**src/core/harc_pkg.sv**
```systemverilog
// package: constants and carriers for the host remap and config block
package harc_pkg;
  // i/o ports decoded by the block
  localparam logic [15:0] IO_INDEX = 16'h0022;
  localparam logic [15:0] IO_DATA = 16'h0023;
  localparam logic [15:0] IO_VGA_MB = 16'h0094;
  localparam logic [15:0] IO_VGA_ADDIN = 16'h46e8;
  localparam logic [15:0] IO_CFG_ADDR = 16'h0cf8;
  localparam logic [15:0] IO_CFG_DATA = 16'h0cfc;
  // indexed configuration registers
  localparam logic [7:0] IDX_CACHE_ARCH0 = 8'h20;
  localparam logic [7:0] IDX_GFX_MEM_SIZE = 8'h36;
  // pci configuration header byte offsets and own device number
  localparam logic [7:0] PCI_VENDOR_OFS = 8'h00;
  localparam logic [7:0] PCI_DEVICE_OFS = 8'h02;
  localparam logic [7:0] PCI_COMMAND_OFS = 8'h04;
  localparam logic [7:0] PCI_STATUS_OFS = 8'h06;
  localparam logic [7:0] PCI_REVISION_OFS = 8'h08;
  localparam logic [7:0] PCI_CONTROL_OFS = 8'h40;
  localparam logic [4:0] PCI_OWN_DEVICE = 5'h00;
  // reset values
  localparam logic [7:0] CACHE_ARCH0_RST = 8'h00;
  localparam logic [7:0] GFX_MEM_SIZE_RST = 8'h00;
  localparam logic [15:0] PCI_COMMAND_RST = 16'h0000;
  localparam logic [7:0] PCI_CONTROL_RST = 8'h00;
  localparam logic [7:0] INDEX_RST = 8'h00;
  // memory map figures
  localparam logic [31:0] FB_DRAM_BASE = 32'h0000_0000;
  localparam int GFX_UNIT_SHIFT = 17;
  localparam logic [31:0] BIOS_AREA_LO = 32'h000d_0000;
  localparam logic [31:0] BIOS_AREA_HI = 32'h000e_ffff;
  localparam logic [31:0] RECLAIM_SIZE = 32'h0002_0000;
  localparam logic [31:0] RECLAIM_NONE = 32'h0000_0000;
  localparam logic [1:0] SRAM_RESERVED = 2'h3;

  // first cache architecture register layout
  typedef struct packed {
    logic pipelined_host_access_support;
    logic burst_order_select;
    logic first_level_writeback_flag;
    logic [1:0] sram_type;
    logic second_level_bank_count;
    logic second_level_write_policy;
    logic second_level_cache_enable;
  } harc_cache_t;

  // host i/o cycle request
  typedef struct packed {
    logic req;
    logic wr;
    logic [15:0] addr;
    logic [7:0] wdata;
  } harc_io_req_t;

  // translated memory cycle
  typedef struct packed {
    logic valid;
    logic to_dram;
    logic to_bus;
    logic [31:0] dram_addr;
  } harc_map_t;

  // memory map settings supplied by neighbouring controller logic
  typedef struct packed {
    logic [31:0] dram_total;
    logic hole_enable;
    logic [31:0] hole_base;
    logic [31:0] hole_size;
    logic [7:0] bios_shadow_en;
  } harc_mapcfg_t;
endpackage

```
**src/core/harc_top.sv**
```systemverilog
// host address remap, i/o decode, pci header and cache arch register
`timescale 1ns/1ps
module harc_top #(
  parameter logic [15:0] VENDOR_ID = 16'h1234, // arbitrary value
  parameter logic [15:0] DEVICE_ID = 16'h5678, // arbitrary value
  parameter logic [7:0] REVISION_ID = 8'h01, // arbitrary value
  parameter logic [15:0] STATUS_VALUE = 16'h0000
) (
  input wire logic sys_clk,
  input wire logic rst,
  input wire harc_pkg::harc_io_req_t io_req,
  output logic io_ack,
  output logic io_claim,
  output logic [7:0] io_rdata,
  input wire logic mem_req,
  input wire logic [31:0] mem_addr,
  input wire harc_pkg::harc_mapcfg_t map_cfg,
  output harc_pkg::harc_map_t map_out,
  output logic [31:0] reclaimed_bios_area_size,
  input wire logic mb_video_strap,
  output harc_pkg::harc_cache_t cache_cfg,
  output logic l2_interleave,
  output logic [15:0] pci_command,
  output logic [7:0] pci_chip_control,
  output logic [7:0] vga_mb_enable,
  output logic [7:0] vga_addin_enable
);

  typedef struct packed {
    logic strap_meta;
    logic strap_q;
    logic [7:0] index;
    harc_pkg::harc_cache_t cache;
    logic [7:0] gfx_size;
    logic [31:0] cfg_addr;
    logic [15:0] command;
    logic [7:0] control;
    logic [7:0] vga_mb;
    logic [7:0] vga_addin;
    logic ack;
    logic claim;
    logic [7:0] rdata;
    harc_pkg::harc_map_t map;
    logic [31:0] reclaim;
  } harc_state_t;

  harc_state_t cur;
  harc_state_t next_cur;

  function automatic logic in_range(input logic [31:0] a,
                                    input logic [31:0] lo,
                                    input logic [31:0] hi);
    in_range = (a >= lo) && (a <= hi);
  endfunction

  // one byte of the pci header at byte offset ofs
  function automatic logic [7:0] header_byte(input logic [7:0] ofs,
                                             input logic [15:0] cmd,
                                             input logic [7:0] ctl);
    header_byte = 8'h00;
    case (ofs)
      harc_pkg::PCI_VENDOR_OFS: header_byte = VENDOR_ID[7:0];
      harc_pkg::PCI_VENDOR_OFS + 8'h01: header_byte = VENDOR_ID[15:8];
      harc_pkg::PCI_DEVICE_OFS: header_byte = DEVICE_ID[7:0];
      harc_pkg::PCI_DEVICE_OFS + 8'h01: header_byte = DEVICE_ID[15:8];
      harc_pkg::PCI_COMMAND_OFS: header_byte = cmd[7:0];
      harc_pkg::PCI_COMMAND_OFS + 8'h01: header_byte = cmd[15:8];
      harc_pkg::PCI_STATUS_OFS: header_byte = STATUS_VALUE[7:0];
      harc_pkg::PCI_STATUS_OFS + 8'h01: header_byte = STATUS_VALUE[15:8];
      harc_pkg::PCI_REVISION_OFS: header_byte = REVISION_ID;
      harc_pkg::PCI_CONTROL_OFS: header_byte = ctl;
      default: header_byte = 8'h00;
    endcase
  endfunction

  logic io_rd;
  logic io_wr;
  logic hit_index;
  logic hit_data;
  logic hit_cfg_addr;
  logic hit_cfg_data;
  logic hit_vga_mb;
  logic hit_vga_addin;
  logic cfg_target_me;
  logic [7:0] hdr_ofs;
  logic [31:0] fb_size;
  logic [31:0] sys_top;
  logic [31:0] hole_end;
  logic in_hole;
  logic [31:0] eff_addr;
  logic [31:0] reclaim_now;
  logic in_bios;
  logic [2:0] bios_seg;

  always_comb begin
    io_rd = io_req.req && !io_req.wr;
    io_wr = io_req.req && io_req.wr;
    hit_index = io_req.addr == harc_pkg::IO_INDEX;
    hit_data = io_req.addr == harc_pkg::IO_DATA;
    hit_cfg_addr = io_req.addr[15:2] == harc_pkg::IO_CFG_ADDR[15:2];
    hit_cfg_data = io_req.addr[15:2] == harc_pkg::IO_CFG_DATA[15:2];
    hit_vga_mb = (io_req.addr == harc_pkg::IO_VGA_MB) && cur.strap_q;
    hit_vga_addin = (io_req.addr == harc_pkg::IO_VGA_ADDIN)
                    && cur.strap_q;
    // enable bit set, bus 0, device 0, function 0
    cfg_target_me = cur.cfg_addr[31] && (cur.cfg_addr[23:16] == 8'h00)
                    && (cur.cfg_addr[15:11] == harc_pkg::PCI_OWN_DEVICE)
                    && (cur.cfg_addr[10:8] == 3'h0);
    hdr_ofs = {cur.cfg_addr[7:2], io_req.addr[1:0]};

    // memory map arithmetic
    fb_size = {24'h000000, cur.gfx_size} << harc_pkg::GFX_UNIT_SHIFT;
    sys_top = map_cfg.dram_total - fb_size;
    hole_end = map_cfg.hole_base + map_cfg.hole_size;
    in_hole = map_cfg.hole_enable && (mem_addr >= map_cfg.hole_base)
              && (mem_addr < hole_end);
    eff_addr = (map_cfg.hole_enable && (mem_addr >= hole_end))
               ? mem_addr - map_cfg.hole_size : mem_addr;
    reclaim_now = (map_cfg.bios_shadow_en == 8'h00)
                  ? harc_pkg::RECLAIM_SIZE : harc_pkg::RECLAIM_NONE;
    in_bios = in_range(eff_addr, harc_pkg::BIOS_AREA_LO,
                       harc_pkg::BIOS_AREA_HI);
    bios_seg = 3'((eff_addr - harc_pkg::BIOS_AREA_LO) >> 14);

    next_cur = cur;
    next_cur.strap_meta = mb_video_strap;
    next_cur.strap_q = cur.strap_meta;
    next_cur.ack = io_req.req;
    next_cur.claim = 1'b0;
    next_cur.rdata = 8'h00;
    next_cur.reclaim = reclaim_now;

    // i/o decode
    if (io_req.req) begin
      if (hit_index) begin
        next_cur.claim = 1'b1;
        next_cur.rdata = cur.index;
        if (io_wr) begin
          next_cur.index = io_req.wdata;
        end
      end else if (hit_data) begin
        next_cur.claim = 1'b1;
        // data port always follows the last written index
        case (cur.index)
          harc_pkg::IDX_CACHE_ARCH0: begin
            next_cur.rdata = cur.cache;
            if (io_wr) begin
              next_cur.cache = io_req.wdata;
              if (io_req.wdata[4:3] == harc_pkg::SRAM_RESERVED) begin
                next_cur.cache.sram_type = cur.cache.sram_type;
              end
            end
          end
          harc_pkg::IDX_GFX_MEM_SIZE: begin
            next_cur.rdata = cur.gfx_size;
            if (io_wr) begin
              next_cur.gfx_size = io_req.wdata;
            end
          end
          default: next_cur.rdata = 8'h00;
        endcase
      end else if (hit_cfg_addr) begin
        next_cur.claim = 1'b1;
        next_cur.rdata = cur.cfg_addr[8*io_req.addr[1:0] +: 8];
        if (io_wr) begin
          next_cur.cfg_addr[8*io_req.addr[1:0] +: 8] = io_req.wdata;
        end
      end else if (hit_cfg_data && cfg_target_me) begin
        next_cur.claim = 1'b1;
        next_cur.rdata = header_byte(hdr_ofs, cur.command,
                                     cur.control);
        if (io_wr) begin
          if (hdr_ofs == harc_pkg::PCI_COMMAND_OFS) begin
            next_cur.command[7:0] = io_req.wdata;
          end
          if (hdr_ofs == harc_pkg::PCI_COMMAND_OFS + 8'h01) begin
            next_cur.command[15:8] = io_req.wdata;
          end
          if (hdr_ofs == harc_pkg::PCI_CONTROL_OFS) begin
            next_cur.control = io_req.wdata;
          end
        end
      end else if (hit_vga_mb) begin
        next_cur.claim = 1'b1;
        next_cur.rdata = cur.vga_mb;
        if (io_wr) begin
          next_cur.vga_mb = io_req.wdata;
        end
      end else if (hit_vga_addin) begin
        next_cur.claim = 1'b1;
        next_cur.rdata = cur.vga_addin;
        if (io_wr) begin
          next_cur.vga_addin = io_req.wdata;
        end
      end
    end

    // memory translation
    next_cur.map.valid = mem_req;
    next_cur.map.to_dram = 1'b0;
    next_cur.map.to_bus = 1'b0;
    next_cur.map.dram_addr = cur.map.dram_addr;
    if (mem_req) begin
      if (in_hole) begin
        next_cur.map.to_bus = 1'b1;
      end else if (in_bios && !map_cfg.bios_shadow_en[bios_seg]) begin
        next_cur.map.to_bus = 1'b1;
      end else if (eff_addr < sys_top) begin
        next_cur.map.to_dram = 1'b1;
        next_cur.map.dram_addr = harc_pkg::FB_DRAM_BASE + fb_size
                                 + eff_addr;
      end else if (eff_addr < sys_top + reclaim_now) begin
        // top slice lands on the dram hidden behind the bios area
        next_cur.map.to_dram = 1'b1;
        next_cur.map.dram_addr = fb_size + harc_pkg::BIOS_AREA_LO
                                 + (eff_addr - sys_top);
      end else begin
        next_cur.map.to_bus = 1'b1;
      end
    end
  end

  always_ff @(posedge sys_clk or posedge rst) begin
    if (rst) begin
      cur <= '0;
      cur.index <= harc_pkg::INDEX_RST;
      cur.cache <= harc_pkg::CACHE_ARCH0_RST;
      cur.gfx_size <= harc_pkg::GFX_MEM_SIZE_RST;
      cur.command <= harc_pkg::PCI_COMMAND_RST;
      cur.control <= harc_pkg::PCI_CONTROL_RST;
      cur.reclaim <= harc_pkg::RECLAIM_NONE;
    end else begin
      cur <= next_cur;
    end
  end

  assign io_ack = cur.ack;
  assign io_claim = cur.claim;
  assign io_rdata = cur.rdata;
  assign map_out = cur.map;
  assign reclaimed_bios_area_size = cur.reclaim;
  assign cache_cfg = cur.cache;
  assign l2_interleave = cur.cache.second_level_bank_count;
  assign pci_command = cur.command;
  assign pci_chip_control = cur.control;
  assign vga_mb_enable = cur.vga_mb;
  assign vga_addin_enable = cur.vga_addin;

  io_answer_a: assert property (
    @(posedge sys_clk) disable iff (rst)
    io_req.req |=> io_ack)
    else $error("i/o request not answered next cycle");

  index_write_a: assert property (
    @(posedge sys_clk) disable iff (rst)
    io_req.req && io_req.wr && io_req.addr == 16'h0022
    |=> cur.index == $past(io_req.wdata) && io_claim)
    else $error("index port write not stored");

  index_read_a: assert property (
    @(posedge sys_clk) disable iff (rst)
    io_req.req && !io_req.wr && io_req.addr == 16'h0022
    |=> io_claim && io_rdata == $past(cur.index))
    else $error("index port read wrong");

  cache_write_a: assert property (
    @(posedge sys_clk) disable iff (rst)
    io_req.req && io_req.wr && io_req.addr == 16'h0023
    && cur.index == 8'h20 && io_req.wdata[4:3] != 2'h3
    |=> cache_cfg == $past(io_req.wdata))
    else $error("cache arch register write lost");

  sram_reserved_a: assert property (
    @(posedge sys_clk) disable iff (rst)
    io_req.req && io_req.wr && io_req.addr == 16'h0023
    && cur.index == 8'h20 && io_req.wdata[4:3] == 2'h3
    |=> cache_cfg.sram_type == $past(cache_cfg.sram_type))
    else $error("reserved sram type accepted");

  strap_claim_a: assert property (
    @(posedge sys_clk) disable iff (rst)
    io_req.req && (io_req.addr == 16'h0094 || io_req.addr == 16'h46e8)
    |=> io_claim == $past(cur.strap_q))
    else $error("video port claim ignores strap");

  cfg_addr_claim_a: assert property (
    @(posedge sys_clk) disable iff (rst)
    io_req.req && io_req.addr[15:2] == 14'h033e
    |=> io_ack && io_claim)
    else $error("config address port not claimed");

  cfg_disabled_a: assert property (
    @(posedge sys_clk) disable iff (rst)
    io_req.req && io_req.addr[15:2] == 14'h033f && !cur.cfg_addr[31]
    |=> io_ack && !io_claim)
    else $error("config data claimed while disabled");

  hole_route_a: assert property (
    @(posedge sys_clk) disable iff (rst)
    mem_req && in_hole |=> map_out.valid && map_out.to_bus
    && !map_out.to_dram)
    else $error("hole cycle reached dram");

  fb_offset_a: assert property (
    @(posedge sys_clk) disable iff (rst)
    mem_req && !map_cfg.hole_enable && !in_bios && mem_addr < sys_top
    |=> map_out.to_dram
    && map_out.dram_addr == $past(mem_addr) + $past(fb_size))
    else $error("dram address not above frame buffer");

  hole_skip_a: assert property (
    @(posedge sys_clk) disable iff (rst)
    mem_req && map_cfg.hole_enable && mem_addr >= hole_end
    && mem_addr - map_cfg.hole_size < sys_top && !in_bios
    |=> map_out.dram_addr == $past(mem_addr) - $past(map_cfg.hole_size)
    + $past(fb_size))
    else $error("address past hole not lowered");

  bios_bus_a: assert property (
    @(posedge sys_clk) disable iff (rst)
    mem_req && (!map_cfg.hole_enable || mem_addr < map_cfg.hole_base)
    && mem_addr >= 32'h000d_0000 && mem_addr <= 32'h000e_ffff
    && map_cfg.bios_shadow_en == 8'h00
    |=> map_out.to_bus && !map_out.to_dram)
    else $error("unshadowed bios cycle reached dram");

  reclaim_size_a: assert property (
    @(posedge sys_clk) disable iff (rst)
    map_cfg.bios_shadow_en != 8'h00
    |=> reclaimed_bios_area_size == 32'h0)
    else $error("reclaim given while bios shadowed");

  reclaim_full_a: assert property (
    @(posedge sys_clk) disable iff (rst)
    map_cfg.bios_shadow_en == 8'h00 && !$past(rst)
    |=> reclaimed_bios_area_size == 32'h0002_0000)
    else $error("reclaim missing while bios unshadowed");

endmodule

```
**config.mk**
```make
export PLATFORM = sky130hd
export DESIGN_NAME = harc_top
export DESIGN_NICKNAME = d
export VERILOG_FILES = /design/src/core/harc_pkg.sv /design/src/core/harc_top.sv
export SDC_FILE = /design/constraint.sdc
export NUM_CORES = 1
export LEC_CHECK = 0
export BUFFER_PORTS_ARGS = -buffer_cell sky130_fd_sc_hd__buf_2
export CAP_MARGIN = 20
export CORE_MARGIN = 2
export CORE_UTILIZATION = 59
export CTS_CLUSTER_SIZE = 12
export DETAILED_ROUTE_END_ITERATION = 12
export GPL_TIMING_DRIVEN = 0
export HOLD_SLACK_MARGIN = 0.03
export PLACE_DENSITY = 0.83
export SETUP_SLACK_MARGIN = 0.02
export SLEW_MARGIN = 40
export SYNTH_ARGS = -nofsm -noshare
export SYNTH_HDL_FRONTEND = slang
export SYNTH_SLANG_ARGS = --single-unit
```
**constraint.sdc**
```tcl
create_clock -name sys_clk -period 7.15 [get_ports sys_clk]
set_input_delay 1.0725 -clock sys_clk [delete_from_list [all_inputs] [get_ports sys_clk]]
set_output_delay 1.0725 -clock sys_clk [all_outputs]
set_load 0.02 [all_outputs]
```
# == Word-level counts from Yosys, hierarchy flattened ==
# Cells that the tools add are included.
# word_totals
regBits,161
input_bits,167
output_inout_bits,126
word_cells,127
# classes
add_sub_neg,10
magnitude_cmp,8
eq_ne,16
shift,3
mux,27
bitwise_logic,8
reduce_logical,30
# ops
operator,count
$mux 32,5
$lt 32x32->1,3
$ge 32x32->1,2
$pmux 8 s8,1
$sub 32x32->32,2
$mux 9,7
$mux 34,1
$neg 5->34,1
$shift 8x34->32 const A,1
$shiftx 8x34->32,1
$add 25x32->32,1
$add 26x32->32,1
$add 32x18->32,1
$add 32x32->32,1
$bwmux 32,1
$eq 16x6->1 const B,2
$ge 32x20->1 const B,1
$le 32x20->1 const B,1
$shiftx 32x6->8,1
$sub 32x25->32,1
$eq 14x10->1 const B,2
$reduce_and 7->1,4
$add 25x20->26 const B,1
$logic_not 8->1,3
other kinds (26),57

# == Logic depth before layout (Yosys ltp) ==
# Gate-level depths: netlist of the first run.
# logic_depth
ltp_word,12
mapped_depth,44
mapped_depth_nobuf,40

# == Worst setup path before layout of the first run ==
# Ideal clock, no wire load.
# synth_path
kind,input to register
from,input port map_cfg[9] (netlist name)
to,"register cur, in the netlist map_out[31]"
setup_ns,0.125
t_arrival_ns,9.337
required_time_ns,7.025
setup_slack_ns,-2.312
path_stages,37
n_path_buf,3
path_cell_list,ha_1 a21o_1 a21oi_1 o21a_1 nor3_1 or4_1 a21oi_1 o31ai_1 o211ai_1 o211ai_1 a31o_2 a21oi_1 xor2_1 ha_1 nand4_1 nor3_1 nand4_1 o32ai_2 buf_2 buf_2 buf_1 mux2_2 ha_1 fa_1 ha_1 nand3_1 o22ai_1 o21ai_0 o21ai_0 a211oi_1 o41ai_1 a41oi_1 a21oi_1 xnor2_1 nand2_1 o31a_1 mux2_2
# synth_between
elab_chain_cells,11
elab_cells_between_ends,26
classes_between,6 x add/sub; 6 x order compare; 5 x mux; 2 x bitwise; 7 x reduce/logical
# synth_rtl
element,line_no,source
start: declaration,harc_top.sv:17,"input wire harc_pkg::harc_mapcfg_t map_cfg,"
"parallel branches: the longest is 11 deep, another holds $add 32x32->32",--,
end signal: assignment,harc_top.sv:233,cur <= next_cur;
end: declaration,harc_top.sv:47,harc_state_t cur;
# Parallel ways; which one is timed is not known. The select of a mux whose other input is x is not followed.
# A chain may end at the register's enable or synchronous reset.

# == Worst setup path in the final report of the first run ==
# layout_path
from,input port map_cfg[9] (netlist name)
to,"register cur, in the netlist map_out[26]"
# Same word-level chain as after synthesis.

==> impl_metrics.ini, run 1 <==
[floorplan]
row_count = 63
die_h_um = 177
core-area_sq_um = 29600
design.die.area_sq_um = 31300
ios = 293
dieWidth_um = 177
initial_core_util_pct = 59.7

[setup_path]
reg2reg_depth = 25
start_kind = primary input
cpPeakStageDelay_ns = 0.43
r2r_end = map_out[17]$_DFFE_PP0P_
critical_path_required_ns = 7.47
critical-path-top-delay-family = compound AO/OA/AOI/OAI gates
r2r_slack_ns = 1.07
cp_max_fo = 6
crit_slowest_cell = or4_4
endpoint_kind = flop
crit_top_cell = ha_4
cp_num_buf_inv = 8
crit_type = in2reg
rr_startpoint = cur[150]$_DFFE_PP0P_
arrival_ns = 9.11

[timing]
fin_crit_sh_pct = 123
setup_viol = 34
fmax_mhz = 114
hold_viol = 0
rsz0062_at_grt = yes
worstMarginPinSlew_ns = 0.841
worst_slack_ns = -1.65
maxSlewHeadroom_pct = 43.9
final_max_slew_viol_count = 0
setup_tns_ns = -52.27
period_minus_slack_ns = 8.80
fin_skew_ns = 0.0116

[global_route]
antenna_found_initial = 6
grt_pass1_wl_um = 85400
gr-usage-all-layers_pct = 34.2
grt_start_max_net_pins = 82
grt_pass1_vias = 17149
grt_overflow_total = 0

[placed_design]
dpl_worst_slack_ns = -2.72
dp.cells = 2746
place_area_sq_um = 20000
gp_congestion = 0.969
port_buffers = 261
dp_hpwl_um = 42000

[clock_network]
cts_buffers = 17
cts_tree = yes
clock_sinks = 144
cts.clk_slew.worst_paths_ns = 0.06
cts_max_level = 4
cts-hold-fix-buffers = 0
cts_root_buf = clkbuf_16
insertion_delay_ns = 0.43
cts_buffer_depth = 2

[power_and_ir_drop]
leakagePower_nw = 11.2
p_comb_share_pct = 61.8
p_per_area_nw_per_um2 = 218
switching_share_pct = 42.3
intPower_mw = 2.77
switchingPower_mw = 2.03
p_clk_share_pct = 17.8
p_seq_share_pct = 20.4
vdd_drop_max_mv = 0.204

[route]
vias_per_cell = 5.99
firstDrtPassIters = 9
wl_per_cell_um = 19.4
drc = 0
num_vias = 17153
drtIter0Drc = 1413
ant_nets = 0
totalWireLength_um = 55700

[synthesis]
synth-edff-count = 0
syn_area_per_cell_sq_um = 8.56
synth_warnings = 0
synthesis.instances = 2063
synth-seq-area-share_pct = 20.4
async_reset_ff_share_pct = 100
synth_top_area_share_pct = 20.4
synth_area_sq_um = 17700
synth.distinct_cells = 91
ys_seq_elements = 144
synth_top_area_cell = dfrtp_1
synthFlopType = dfrtp_1
synth.area.top_cells = dfrtp_1, ha_1, mux2_2

[cells_and_area]
syn2layout_area_growth_pct = 24.6
drive_gt1_share_pct = 31.2
num-fill-cells = 2111
final_nets = 2903
layout_common_cells = buf_2, ha_1, buf_4
instances_no_fill = 2864
fin_area_sq_um = 22000
final_common_cell = buf_2

[min_path]
min_path_type = reg2reg
hold_end = cur[173]$_DFF_PP0_
hp-start = cur[174]$_DFF_PP0_
whs_path_depth = 0

[status]
status = finished, violations left
violations = setup timing

[flow_run]
max-cap-violations = 0
## kinds of logic after synthesis
family	count (synthesis)	share of synthesized area, %
xor+xnor	115	5.71
fa+ha+maj	278	20.7
simple gates	530	15.1
flops	144	20.4
mux	138	9.16
buf+inv	362	10.5
other cells	1	0.0212
compound gates	495	18.4
## what timing repair did
| item | 4_1_cts | 5_1_grt |
|---|---|---|
| cloned | 3 | 1 |
| buffers inserted | 51 | 30 |
| pin swaps | 54 | 50 |
| endpoints found under the setup margin | 34 | 34 |
| resized for setup | 106 | 58 |
## cells in the mapped netlist (10+ instances only)
library cell,n
ha_1,255
inv_1,184
nand2_1,179
dfrtp_1,144
o21ai_0,125
buf_4,124
a21oi_1,121
nor2_1,96
mux2_2,83
xnor2_1,78
a21o_1,58
clkbuf_1,37
xor2_1,37
nand3_1,35
nor3_1,34
nor2b_1,27
nand4_1,25
and3_1,24
mux2i_1,24
fa_1,23
mux2_1,22
nand2b_1,21
a31oi_1,19
a211oi_1,18
or3_1,18
o211ai_1,16
o21a_1,15
a221oi_1,14
o31ai_1,13
o21bai_1,12
nor4_1,10
## power by group through the flow
| stage | Combinational [mW] | Sequential (mW) | Clock [mW] |
|---|---|---|---|
| after floorplan | 1.80 | 0.962 | 0 |
| after global placement | 2.31 | 0.980 | 0 |
| after detailed placement | 2.39 | 0.984 | 0 |
| after CTS | 2.68 | 0.973 | 0.855 |
| after global routing | 3.17 | 0.986 | 0.895 |
| final | 2.97 | 0.978 | 0.854 |
## registers in the layout, summed over array words and instances (netlist names), 7 cells and up
name              count
cache_cfg             7
cur                  50
io_rdata              8
map_out              35
pci_chip_control      8
pci_command          16
vga_addin_enable      8
vga_mb_enable         8
## layout make-up
cell class,instances,area (sq um),area share [%]
tap,390,488,2.22
timing repair buffer,348,2120,9.65
antenna,3,7.51,0.0341
clock inverter,11,109,0.495
buffer,176,1280,5.81
sequential,144,3600,16.4
clock buffer,21,450,2.05
inverter,184,698,3.17
multi-input combinational,1587,13200,60.2
## worst max-delay path by stage
stage	start	to	slack [ns]	cells after the start
floorplan	map_cfg[9]	map_out[30]$_DFFE_PP0P_	-0.97	41
CTS	map_cfg[9]	map_out[30]$_DFFE_PP0P_	-1.51	42
detailed placement	map_cfg[8]	map_out[19]$_DFFE_PP0P_	-2.72	43
global placement	map_cfg[8]	map_out[1]$_DFFE_PP0P_	-2.62	43
finish	map_cfg[9]	map_out[26]$_DFFE_PP0P_	-1.65	42
global route	map_cfg[8]	map_out[8]$_DFFE_PP0P_	-1.92	43
## per-stage QoR
| stage | power (mW) | hold slack, ns | util (%) |
|---|---|---|---|
| 2_1_floorplan | 2.76 | 0.331 | - |
| 3_3_place_gp | 3.30 | 0.342 | 67.4 |
| 3_5_place_dp | 3.38 | 0.352 | 67.6 |
| 4_1_cts | 4.51 | 0.364 | 72.7 |
| 5_1_grt | 5.06 | 0.372 | 74.4 |
| 6_report | 4.80 | 0.361 | 74.4 |
## routing by layer
metal	routed length, um	vias up	track usage, %
met5	50	-	0
met4	2890	8	16.8
met3	3530	209	5.33
met2	26900	776	59.6
met1	22300	8110	41.1
li1	-	8050	-
## worst register-to-register path, stage by stage, from the launching register on
cell and delay [ns]:
dfrtp_1 0.49, inv_1 0.16, ha_1 0.28, nor2b_1 0.12, o21ai_0 0.25, a21oi_1 0.15, o21ai_0 0.27, a21oi_1 0.13
o21ai_0 0.25, a21oi_1 0.19, nand2b_1 0.30, nor3_1 0.36, or3b_2 0.53, nor3_1 0.20, xor2_1 0.20, ha_1 0.27
a21o_1 0.16, a21o_1 0.16, a21oi_1 0.15, o211a_1 0.21, a22oi_2 0.10, a311oi_4 0.30, buf_6 0.17, buf_12 0.12
buf_16 0.13, mux2_4 0.30
Note: power is estimated with default switching activity, not from simulation.
==> run 2, diff against run 1 <==
--- a/config.mk
+++ b/config.mk
@@ -19,3 +19,4 @@
 export SYNTH_ARGS = -nofsm -noshare
 export SYNTH_HDL_FRONTEND = slang
 export SYNTH_SLANG_ARGS = --single-unit
+export TNS_END_PERCENT = 100
==> constraint.sdc (replaced) <==
create_clock -name sys_clk -period 9.99 [get_ports sys_clk]
set_input_delay 1.4985 -clock sys_clk [delete_from_list [all_inputs] [get_ports sys_clk]]
set_output_delay 1.4985 -clock sys_clk [all_outputs]
set_load 0.02 [all_outputs]
==> impl_metrics.ini, run 2 (synthesis gave the netlist of run 1 again) <==
[setup_path]
arrival_ns = 10.02
critical-path-top-delay-family = compound AO/OA/AOI/OAI gates
crit_type = in2reg
cpPeakStageDelay_ns = 0.58
cp_max_fo = 8
crit_start = map_cfg[9]
rr_startpoint = cur[150]$_DFFE_PP0P_
critical_path_required_ns = 10.31
cp_num_buf_inv = 8
start_kind = primary input
crit_slowest_cell = or4_1
endpoint_kind = flop

[global_route]
grt_pass1_wl_um = 81200
antenna_found_initial = 1
grt_start_max_net_pins = 64
grt_overflow_total = 0
grt_pass1_vias = 16324
gr-usage-all-layers_pct = 32.7

[timing]
worstMarginPinSlew_ns = 0.861
maxSlewHeadroom_pct = 42.0
setup_viol = 0
worst_slack_ns = 0.297
rsz0062_at_grt = no
hold-worst-slack_ns = 0.350
fin_skew_ns = 0.0119
hold_viol = 0
fmax_mhz = 103
fin_crit_sh_pct = 97.0
final_max_slew_viol_count = 0
period_minus_slack_ns = 9.69

[clock_network]
cts_max_level = 4
clock_sinks = 144
cts_buffer_depth = 2
cts_root_buf = clkbuf_16
cts_buffers = 17
cts.clk_slew.worst_paths_ns = 0.06
insertion_delay_ns = 0.45
cts_tree = yes
cts-hold-fix-buffers = 0

[power_and_ir_drop]
p_seq_share_pct = 22.6
finalPower_mw = 3.07
switchingPower_mw = 1.29
p_per_area_nw_per_um2 = 149
vdd_drop_max_mv = 0.108
p_comb_share_pct = 56.2
switching_share_pct = 42.0
leakagePower_nw = 10.7
intPower_mw = 1.78
p_clk_share_pct = 21.2

[route]
wl_per_cell_um = 18.6
ant_nets = 0
drc = 0
totalWireLength_um = 52200
drtIter0Drc = 1160
firstDrtPassIters = 6
vias_per_cell = 5.99
num_vias = 16785

[cells_and_area]
final_nets = 2838
fin_util_pct = 69.9
drive_gt1_share_pct = 25.1
syn2layout_area_growth_pct = 17.0
fin_area_sq_um = 20700
final_common_cell = buf_2
num-fill-cells = 2337
layout_common_cells = buf_2, ha_1, inv_1
top_register = cur
largest_reg_flops = 50

[floorplan]
die_h_um = 177
core-area_sq_um = 29600
ios = 293
dieWidth_um = 177
design.die.area_sq_um = 31300
initial_core_util_pct = 59.7
row_count = 63

[status]
status = finished, final reports clean

[min_path]
min_path_type = reg2reg
hp-start = cur[174]$_DFF_PP0_

[flow_run]
max-cap-violations = 0

[placed_design]
dpl_worst_slack_ns = -1.96
port_buffers = 261
gp_congestion = 0.929
dp_hpwl_um = 41500
place_area_sq_um = 19600
## run 2: layer usage
layer / track usage (%) / wire (um) / up-vias / share of wire [%]
met5: 0 / 0 / - / 0
met4: 15.2 / 2080 / 0 / 4.0
met3: 4.55 / 3920 / 138 / 7.5
met2: 54.8 / 25000 / 803 / 48
met1: 41.6 / 21200 / 7934 / 41
li1: - / - / 7910 / -
## run 2: cell type report
class / count / area (sq um) / area share, %
multi-input cells: 1587 / 12500 / 60.7
flip-flops and latches: 144 / 3600 / 17.4
repair buffers: 285 / 1540 / 7.47
plain buffers: 174 / 1180 / 5.70
inverters: 184 / 698 / 3.38
well taps: 390 / 488 / 2.36
clock buffers: 21 / 460 / 2.23
clock inverters: 11 / 131 / 0.636
diodes: 4 / 10.0 / 0.0484
## run 2: worst paths after layout
check                                          end  slack (ns)  depth (start not counted)
setup / recovery           map_out[15]$_DFFE_PP0P_        0.30                         42
hold / removal                  cur[173]$_DFF_PP0_        0.35                          0
setup reg to reg           map_out[15]$_DFFE_PP0P_        4.10                         24
hold reg to reg                 cur[173]$_DFF_PP0_        0.35                          0
max in group asynchronous  map_out[31]$_DFFE_PP0P_        8.11                          4
min in group asynchronous       io_claim$_DFF_PP0_        0.98                          2
## run 2: repair_timing
item | 4_1_cts | 5_1_grt
pin swaps | 7 | 11
gates cloned | 0 | 2
endpoints found under the setup margin | 34 | 33
buffers inserted | 5 | 15
resized for setup | 33 | 23
## run 2: power by group through the flow
stage                     Sequential, mW  Combinational, mW  Clock [mW]
after global placement             0.701               1.56           0
final                              0.695               1.73       0.653
after CTS                          0.694               1.66       0.653
after global routing               0.702               1.88       0.678
after floorplan                    0.687               1.20           0
after detailed placement           0.703               1.61           0
## run 2: stage by stage
stage	setup TNS, ns	std cells
after CTS	0	2782
after detailed placement	-54.93	2746
final	0	2800
after floorplan	0	2093
after global placement	-51.43	2744
after global routing	0	2796
